--- src/cbl_cfg.svh ---
// Constants for the condition-flag bit logic unit.
// Assumes bit 0 of instruction and flag register is the most significant.
`ifndef CBL_CFG_SVH
`define CBL_CFG_SVH

`define CBL_INSTR_W        32
`define CBL_FLAG_W         32
`define CBL_IDX_W          5
`define CBL_XO_W           10
`define CBL_PRIM_W         6

// Primary and extended opcodes
`define CBL_PRIM_OP        6'h13
`define CBL_XO_AND         10'h101
`define CBL_XO_NAND        10'h0E1
`define CBL_XO_NOR         10'h021
`define CBL_XO_OR          10'h1C1
`define CBL_XO_XOR         10'h0C1
// Encodings for these three are configurable defaults
`define CBL_XO_ANDC        10'h081
`define CBL_XO_EQV         10'h121
`define CBL_XO_ORC         10'h1A1

// Field positions in vector order (bit 0 of the word is vector bit 31)
`define CBL_PRIM_HI        31
`define CBL_PRIM_LO        26
`define CBL_DST_HI         25
`define CBL_DST_LO         21
`define CBL_SA_HI          20
`define CBL_SA_LO          16
`define CBL_SB_HI          15
`define CBL_SB_LO          11
`define CBL_XO_HI          10
`define CBL_XO_LO          1
`define CBL_RSV_BIT        0

`define CBL_FLAG_RESET     32'h0000_0000
`define CBL_FLAG_MSB_IDX   5'h1F

`endif

--- src/cbl_pkg.sv ---
// Types shared by the condition-flag bit logic unit.
// Assumes cbl_cfg.svh is on the include path.
package cbl_pkg;

    typedef enum logic [3:0] {
        CBL_OP_NONE,
        CBL_OP_AND,
        CBL_OP_ANDC,
        CBL_OP_EQV,
        CBL_OP_NAND,
        CBL_OP_NOR,
        CBL_OP_OR,
        CBL_OP_ORC,
        CBL_OP_XOR
    } cbl_op_type;

endpackage : cbl_pkg

--- src/cbl_decode.sv ---
// Instruction field decoder for the condition-flag bit logic unit.
// Purely combinational; the caller registers whatever it needs.
`timescale 1ns/1ps
`include "cbl_cfg.svh"

module cbl_decode
    import cbl_pkg::*;
#(
    parameter logic [`CBL_XO_W-1:0] XO_ANDC = `CBL_XO_ANDC,
    parameter logic [`CBL_XO_W-1:0] XO_EQV  = `CBL_XO_EQV,
    parameter logic [`CBL_XO_W-1:0] XO_ORC  = `CBL_XO_ORC
) (
    // Instruction word
    input  wire logic [`CBL_INSTR_W-1:0] instr_word,
    // Decoded fields
    output cbl_op_type                   op_kind,
    output logic [`CBL_IDX_W-1:0]        dest_flag_index,
    output logic [`CBL_IDX_W-1:0]        first_src_flag_index,
    output logic [`CBL_IDX_W-1:0]        second_src_flag_index,
    output logic                         op_legal
);

    logic [`CBL_PRIM_W-1:0] prim_code;
    logic [`CBL_XO_W-1:0]   ext_code;

    always_comb begin
        prim_code             = instr_word[`CBL_PRIM_HI:`CBL_PRIM_LO];
        dest_flag_index       = instr_word[`CBL_DST_HI:`CBL_DST_LO];
        first_src_flag_index  = instr_word[`CBL_SA_HI:`CBL_SA_LO];
        second_src_flag_index = instr_word[`CBL_SB_HI:`CBL_SB_LO];
        ext_code              = instr_word[`CBL_XO_HI:`CBL_XO_LO];
        op_kind               = CBL_OP_NONE;
        if (prim_code == `CBL_PRIM_OP) begin
            case (ext_code)
                `CBL_XO_AND:  op_kind = CBL_OP_AND;
                XO_ANDC:      op_kind = CBL_OP_ANDC;
                XO_EQV:       op_kind = CBL_OP_EQV;
                `CBL_XO_NAND: op_kind = CBL_OP_NAND;
                `CBL_XO_NOR:  op_kind = CBL_OP_NOR;
                `CBL_XO_OR:   op_kind = CBL_OP_OR;
                XO_ORC:       op_kind = CBL_OP_ORC;
                `CBL_XO_XOR:  op_kind = CBL_OP_XOR;
                default:      op_kind = CBL_OP_NONE;
            endcase
        end
        // Reserved bit set makes the form invalid
        op_legal = (op_kind != CBL_OP_NONE)
                   && !instr_word[`CBL_RSV_BIT];
    end

endmodule : cbl_decode

--- src/cbl_unit.sv ---
// Condition-flag bit logic unit: holds the 32-bit condition flag register
// and executes the eight two-source flag-bit logic operations.
// Assumes the core's issue logic presents one instruction per valid cycle
// and that other flag writers use the whole-register load port.
// Inputs are synchronous to clock; resetn loads FLAG_RESET into the register at once.
//
// Contract
// - Extended code 257 under primary 19 writes source A AND source B.
// - The AND-with-complement form writes source A AND NOT source B.
// - The equivalence form writes NOT (A XOR B), one when sources match.
// - Extended code 225 under primary 19 writes NOT (A AND B).
// - Extended code 33 under primary 19 writes NOT (A OR B).
// - Extended code 449 under primary 19 writes A OR B.
// - The OR-with-complement form writes A OR NOT B.
// - Extended code 193 under primary 19 writes A XOR B.
// - Only the destination flag bit changes; all others hold.
`timescale 1ns/1ps
`include "cbl_cfg.svh"

module cbl_unit
    import cbl_pkg::*;
#(
    parameter logic [`CBL_XO_W-1:0]   XO_ANDC    = `CBL_XO_ANDC,
    parameter logic [`CBL_XO_W-1:0]   XO_EQV     = `CBL_XO_EQV,
    parameter logic [`CBL_XO_W-1:0]   XO_ORC     = `CBL_XO_ORC,
    parameter logic [`CBL_FLAG_W-1:0] FLAG_RESET = `CBL_FLAG_RESET
) (
    // Clock and reset
    input  wire logic                    clock,
    input  wire logic                    resetn,
    // Instruction issue
    input  wire logic                    issue_valid,
    input  wire logic [`CBL_INSTR_W-1:0] instr_word,
    // Whole-register load from other flag writers
    input  wire logic                    flag_load_valid,
    input  wire logic [`CBL_FLAG_W-1:0]  flag_load_data,
    // Flag register and completion status
    output logic [`CBL_FLAG_W-1:0]       cond_flag_reg,
    output logic                         op_done,
    output logic                         op_illegal,
    output logic                         op_refused,
    output logic                         result_bit,
    output logic [`CBL_IDX_W-1:0]        result_index
);

    cbl_op_type              op_kind;
    logic [`CBL_IDX_W-1:0]   dest_flag_index;
    logic [`CBL_IDX_W-1:0]   first_src_flag_index;
    logic [`CBL_IDX_W-1:0]   second_src_flag_index;
    logic                    op_legal;

    logic [`CBL_FLAG_W-1:0]  flag_reg;
    logic [`CBL_FLAG_W-1:0]  flag_next;
    logic                    src_a;
    logic                    src_b;
    logic                    res_next;
    // Issue outcome for this cycle: written, bad encoding or collision
    logic                    take_op;
    logic                    bad_op;
    logic                    clash_op;

    logic                    done_reg;
    logic                    illegal_reg;
    logic                    refused_reg;
    logic                    result_reg;
    logic [`CBL_IDX_W-1:0]   index_reg;

    // The decoder is combinational; an op completes in the cycle it is
    // issued and only its effects are registered.
    cbl_decode #(
        .XO_ANDC (XO_ANDC),
        .XO_EQV  (XO_EQV),
        .XO_ORC  (XO_ORC)
    ) u_decode (
        .instr_word            (instr_word),
        .op_kind               (op_kind),
        .dest_flag_index       (dest_flag_index),
        .first_src_flag_index  (first_src_flag_index),
        .second_src_flag_index (second_src_flag_index),
        .op_legal              (op_legal)
    );

    // Flag bit 0 is the most significant bit of the vector
    function automatic logic [`CBL_IDX_W-1:0] vec_pos(
        input logic [`CBL_IDX_W-1:0] idx
    );
        vec_pos = `CBL_FLAG_MSB_IDX - idx;
    endfunction : vec_pos

    function automatic logic flag_bit(
        input logic [`CBL_FLAG_W-1:0] flags,
        input logic [`CBL_IDX_W-1:0]  idx
    );
        flag_bit = flags[vec_pos(idx)];
    endfunction : flag_bit

    // One Boolean function per decoded op; an unknown op yields zero,
    // which is never written because take_op is low for it.
    function automatic logic bool_op(
        input cbl_op_type op,
        input logic       a,
        input logic       b
    );
        case (op)
            CBL_OP_AND:  bool_op = a & b;
            CBL_OP_ANDC: bool_op = a & ~b;
            CBL_OP_EQV:  bool_op = ~(a ^ b);
            CBL_OP_NAND: bool_op = ~(a & b);
            CBL_OP_NOR:  bool_op = ~(a | b);
            CBL_OP_OR:   bool_op = a | b;
            CBL_OP_ORC:  bool_op = a | ~b;
            CBL_OP_XOR:  bool_op = a ^ b;
            default:     bool_op = 1'b0;
        endcase
    endfunction : bool_op

    // Returns the flags with one indexed bit replaced
    function automatic logic [`CBL_FLAG_W-1:0] put_bit(
        input logic [`CBL_FLAG_W-1:0] flags,
        input logic [`CBL_IDX_W-1:0]  idx,
        input logic                   val
    );
        put_bit               = flags;
        put_bit[vec_pos(idx)] = val;
    endfunction : put_bit

    // A load in the same cycle owns the whole register, so the op is
    // refused rather than merged against a value it never read.
    assign take_op = issue_valid && op_legal && !flag_load_valid;

    // Fault classes are kept apart so the issue logic can tell a bad
    // encoding, which it must trap, from a collision it can retry.
    assign bad_op   = issue_valid && !op_legal;
    assign clash_op = issue_valid && op_legal && flag_load_valid;

    // Sources come from the registered value, so a dest that equals a
    // source sees the value from before this op.

    always_comb begin
        src_a = flag_bit(flag_reg, first_src_flag_index);
        src_b = flag_bit(flag_reg, second_src_flag_index);
    end

    always_comb begin
        res_next = bool_op(op_kind, src_a, src_b);
    end

    always_comb begin
        flag_next = flag_reg;
        if (flag_load_valid) begin
            flag_next = flag_load_data;
        end else if (take_op) begin
            flag_next = put_bit(flag_reg, dest_flag_index, res_next);
        end
    end

    always_ff @(posedge clock or negedge resetn) begin
        if (!resetn) begin
            flag_reg <= FLAG_RESET;
        end else begin
            flag_reg <= flag_next;
        end
    end

    // Completion pulse, high for the one cycle after the write
    always_ff @(posedge clock or negedge resetn) begin
        if (!resetn) begin
            done_reg <= 1'b0;
        end else begin
            done_reg <= take_op;
        end
    end

    // Bad encoding pulse; nothing is written for it
    always_ff @(posedge clock or negedge resetn) begin
        if (!resetn) begin
            illegal_reg <= 1'b0;
        end else begin
            illegal_reg <= bad_op;
        end
    end

    // Collision pulse; the load went in and the op was dropped
    always_ff @(posedge clock or negedge resetn) begin
        if (!resetn) begin
            refused_reg <= 1'b0;
        end else begin
            refused_reg <= clash_op;
        end
    end

    // Last result stays until the next completed op
    always_ff @(posedge clock or negedge resetn) begin
        if (!resetn) begin
            result_reg <= 1'b0;
        end else if (take_op) begin
            result_reg <= res_next;
        end
    end

    // Index of the last written bit, paired with result_bit
    always_ff @(posedge clock or negedge resetn) begin
        if (!resetn) begin
            index_reg <= '0;
        end else if (take_op) begin
            index_reg <= dest_flag_index;
        end
    end

    // Ports come straight from registers, so the issue logic sees no
    // combinational path back from instr_word.
    assign cond_flag_reg = flag_reg;
    assign op_done       = done_reg;
    assign op_illegal    = illegal_reg;
    assign op_refused    = refused_reg;
    assign result_bit    = result_reg;
    assign result_index  = index_reg;

endmodule : cbl_unit

--- config.mk ---
export PLATFORM = sky130hd
export DESIGN_NAME = cbl_unit
export DESIGN_NICKNAME = d
export VERILOG_FILES = /design/src/cbl_pkg.sv /design/src/cbl_decode.sv /design/src/cbl_unit.sv
export VERILOG_INCLUDE_DIRS = /design/src
export SDC_FILE = /design/constraint.sdc
export NUM_CORES = 1
export LEC_CHECK = 0
export BUFFER_PORTS_ARGS = -buffer_cell sky130_fd_sc_hd__buf_2
export CAP_MARGIN = 15
export CORE_ASPECT_RATIO = 0.5
export CORE_MARGIN = 1
export CORE_UTILIZATION = 51
export CTS_CLUSTER_SIZE = 14
export DETAILED_ROUTE_END_ITERATION = 16
export PLACE_DENSITY_LB_ADDON = 0.2
export REMOVE_ABC_BUFFERS = 1
export SLEW_MARGIN = 10
export SYNTH_ARGS = -nofsm -noshare
export SYNTH_HDL_FRONTEND = slang
export SYNTH_SLANG_ARGS = --single-unit
--- constraint.sdc ---
create_clock -name clock -period 3.3 [get_ports clock]
set_input_delay 0.165 -clock clock [delete_from_list [all_inputs] [get_ports clock]]
set_output_delay 0.165 -clock clock [all_outputs]
set_load 0.03 [all_outputs]
==> flow_summary.ini <==
[synth]
synthCells = 299
yosys_warnings = 0
ys_seq_area_share_pct = 32.68
yosysUniqueCellTypes = 39
netlist_area_um2 = 3139
synth_seq_cells = 41
syn_area_per_cell_um2 = 10.50

[pwr]
p_per_area_nw_per_um2 = 436.8
ir_drop_v = 0.0002541
p_leak_nw = 1.688

[floorplan]
die_w_um = 113.0
fp.coreArea_um2 = 5705
io_pins = 109
placementRows = 19
die_h_um = 57.48
die_area_um2 = 6492
initial_core_util_pct = 55.02

[sta]
relSlewSlack_pct = 29.61
hold_viol = 0
period_minus_slack_ns = 3.328
clock.fmax_ghz = 0.3005
fin_ws_ns = -0.02826
slew_viol_final = 0
clock-skew-final_ns = 0.007658
finalSetupViolCount = 2
rsz0062_at_grt = yes
worst_pin_slew_ns = 1.055
min_period_over_period_pct = 100.9

[critical_path]
crit_buf_inv = 1
critical_path.startpoint = cond_flag_reg[20]
required_ns = 3.47
cp_max_fo = 17
path_cells = mux4_2 > mux4_2 > mux2i_4 > ha_1 > nor2b_1 > a211oi_1 > o31ai_1 > a222oi_1 > bufbuf_16 > o311ai_2
reg2reg_slack_ns = -0.03
slowest_stage = mux4_2
cp_num_cells = 10
worst_path_most_repeated_cell = mux4_2
worstPathArrival_ns = 3.50
path_class = flip-flop to flip-flop
worstSetupEndpointType = flip-flop
critPathTopFamily = multiplexers
reg2reg_depth = 10
r2r_start = cond_flag_reg[20]
start_kind = flip-flop
cpPeakStageDelay_ns = 0.50

[drt]
wl_per_cell_um = 21.01
vias_per_cell = 6.584
wirelength_um = 9939
first_iter_violations = 438
route.detailed.drc = 0
drt_pre_antenna_iters = 5
final_antenna_net_count = 0
vias = 3114

[outcome]
status = finished with violations
violations = negative setup slack

[clock_tree]
cts_tree = built
htree_levels = 2
cts_buffer_depth = 2
worstSkewPairLatency_ns = 0.29
hold_buffers = 0
root_buffer = clkbuf_16
path_clk_slew_ns = 0.06
clock-sinks = 41
numCtsBuffers = 5

[layout]
design_area_um2 = 4020
final_common_cell = buf_2
drive_gt1_share_pct = 42.25
largest_register_ffs = 32
final_nets = 471
layout_common_cells = buf_2, nor2b_1, dfrtp_1
fin_cells = 473
num_antenna_cells = 0
area_growth_pct = 28.06

[global_route]
grt-ovfl-total = 0
grt_use_met1_pct = 40.07
gr-usage-met3_pct = 5.207
grt_start_max_net_pins = 49
grt_pass1_wl_um = 14280
grt_use_met2_pct = 49.21
grt_pass1_vias = 2834
track_usage_pct = 29.10
grt_antenna_before_repair = 0
top_usage_layer = met2

[placement]
finalWeightedCongestion = 0.8757
dp_cells = 458
place_area_um2 = 3714
dp_hpwl_um = 6778
port_buffers = 108
pre_cts_slack_ns = -0.06236

[worst_hold_path]
hold_path_class = input pin to asynchronous set/reset pin

[job]
max-cap-violations = 0
## final timing paths
path / end
min: cond_flag_reg[20]
max in group asynchronous: cond_flag_reg[21]
max: cond_flag_reg[0]
max reg2reg: cond_flag_reg[0]
min reg2reg: result_index[0]
min in group clock: cond_flag_reg[1]
## synth_stat cells
cell type / instances / area [µm²]
nor3b_1: 3 / 22.52
and4bb_2: 1 / 12.51
nor3_1: 2 / 10.01
and2_1: 1 / 6.260
nor2b_4: 1 / 13.76
buf_2: 12 / 60.06
o31ai_1: 25 / 187.7
mux2i_1: 3 / 30.03
a222oi_1: 1 / 10.01
a221oi_1: 24 / 210.2
a211oi_1: 2 / 15.01
nor4_1: 2 / 12.51
o21ai_1: 2 / 10.01
nand3_1: 1 / 5.000
o2111ai_1: 5 / 43.79
o21ai_0: 1 / 5.000
o21a_1: 1 / 7.510
mux2_2: 6 / 67.56
o2111a_1: 1 / 11.26
dfrtp_1: 41 / 1026
nor2_1: 6 / 22.52
mux4_2: 20 / 450.4
a311o_1: 8 / 80.08
nand2_1: 11 / 41.29
ha_1: 4 / 50.05
clkbuf_1: 14 / 52.55
o311ai_1: 8 / 70.07
nor4b_1: 5 / 43.79
nor4bb_1: 2 / 20.02
xnor2_1: 1 / 8.760
and4b_1: 1 / 10.01
a211oi_4: 2 / 40.04
nor2b_1: 53 / 331.6
and3_1: 2 / 12.51
inv_1: 14 / 52.55
nand3b_1: 1 / 7.510
nand4b_1: 1 / 8.760
nand2b_1: 10 / 62.56
a22oi_1: 1 / 7.510
## power breakdown
part	internal [mW]	switching, mW
clock network	0.320	0.198
registers	0.549	0.0606
logic	0.285	0.342
total	1.15	0.601
## metal layers
layer	wire length [µm]	vias to the layer above	share of wire, %
met2	4724	198	48
met1	4039	1504	41
met3	946	32	9.5
met4	227	0	2.3
met5	0	-	0
li1	-	1380	-
## worst reg2reg max path, delay by kind of cell, from the launching register on
family / cells / cell delay (ns)
multiplexers: 3 / 1.21
AO/OA/AOI/OAI: 4 / 0.82
flip-flops: 1 / 0.45
buffers and inverters: 1 / 0.33
adder cells (fa/ha/maj): 1 / 0.22
AND/OR/NAND/NOR: 1 / 0.19
## final cells by class
| class | count | area (µm²) |
|---|---|---|
| timing repair buffer | 119 | 660.6 |
| inverter | 14 | 52.55 |
| clock buffer | 7 | 152.6 |
| sequential | 41 | 1027 |
| clock inverter | 1 | 5.005 |
| fill | 437 | 1685 |
| tap | 73 | 91.34 |
| multi-input combinational | 218 | 2031 |
## cells by family after synthesis
group | share of synthesized area [%]
flip-flops | 32.68
multiplexers | 17.46
buffers and inverters | 5.261
AO/OA/AOI/OAI | 22.24
AND/OR/NAND/NOR | 20.49
adder cells (fa/ha/maj) | 1.594
XOR/XNOR | 0.2790
## repair_timing
| action | 4_1_cts | 5_1_grt |
|---|---|---|
| gates resized for setup | 2 | 13 |
| cloned | 0 | 1 |
| hold endpoints to repair | 0 | 0 |
| setup buffers | 0 | 6 |
| endpoints found under the setup margin | 23 | 33 |
| pin swaps | 1 | 2 |
## per-stage QoR
step	util (%)	total power, mW	hold slack (ns)	TNS (ns)
3_3_place_gp	65.09	1.141	0.3339	0
6_report	70.46	1.756	0.01027	-0.04344
5_1_grt	70.46	1.820	0.08967	-3.514
3_5_place_dp	65.09	1.163	0.3384	-1.461
4_1_cts	67.98	1.678	0.04282	0
2_1_floorplan	-	0.9434	-0.1306	-44.75
Note: power is estimated with default switching activity, not from simulation.
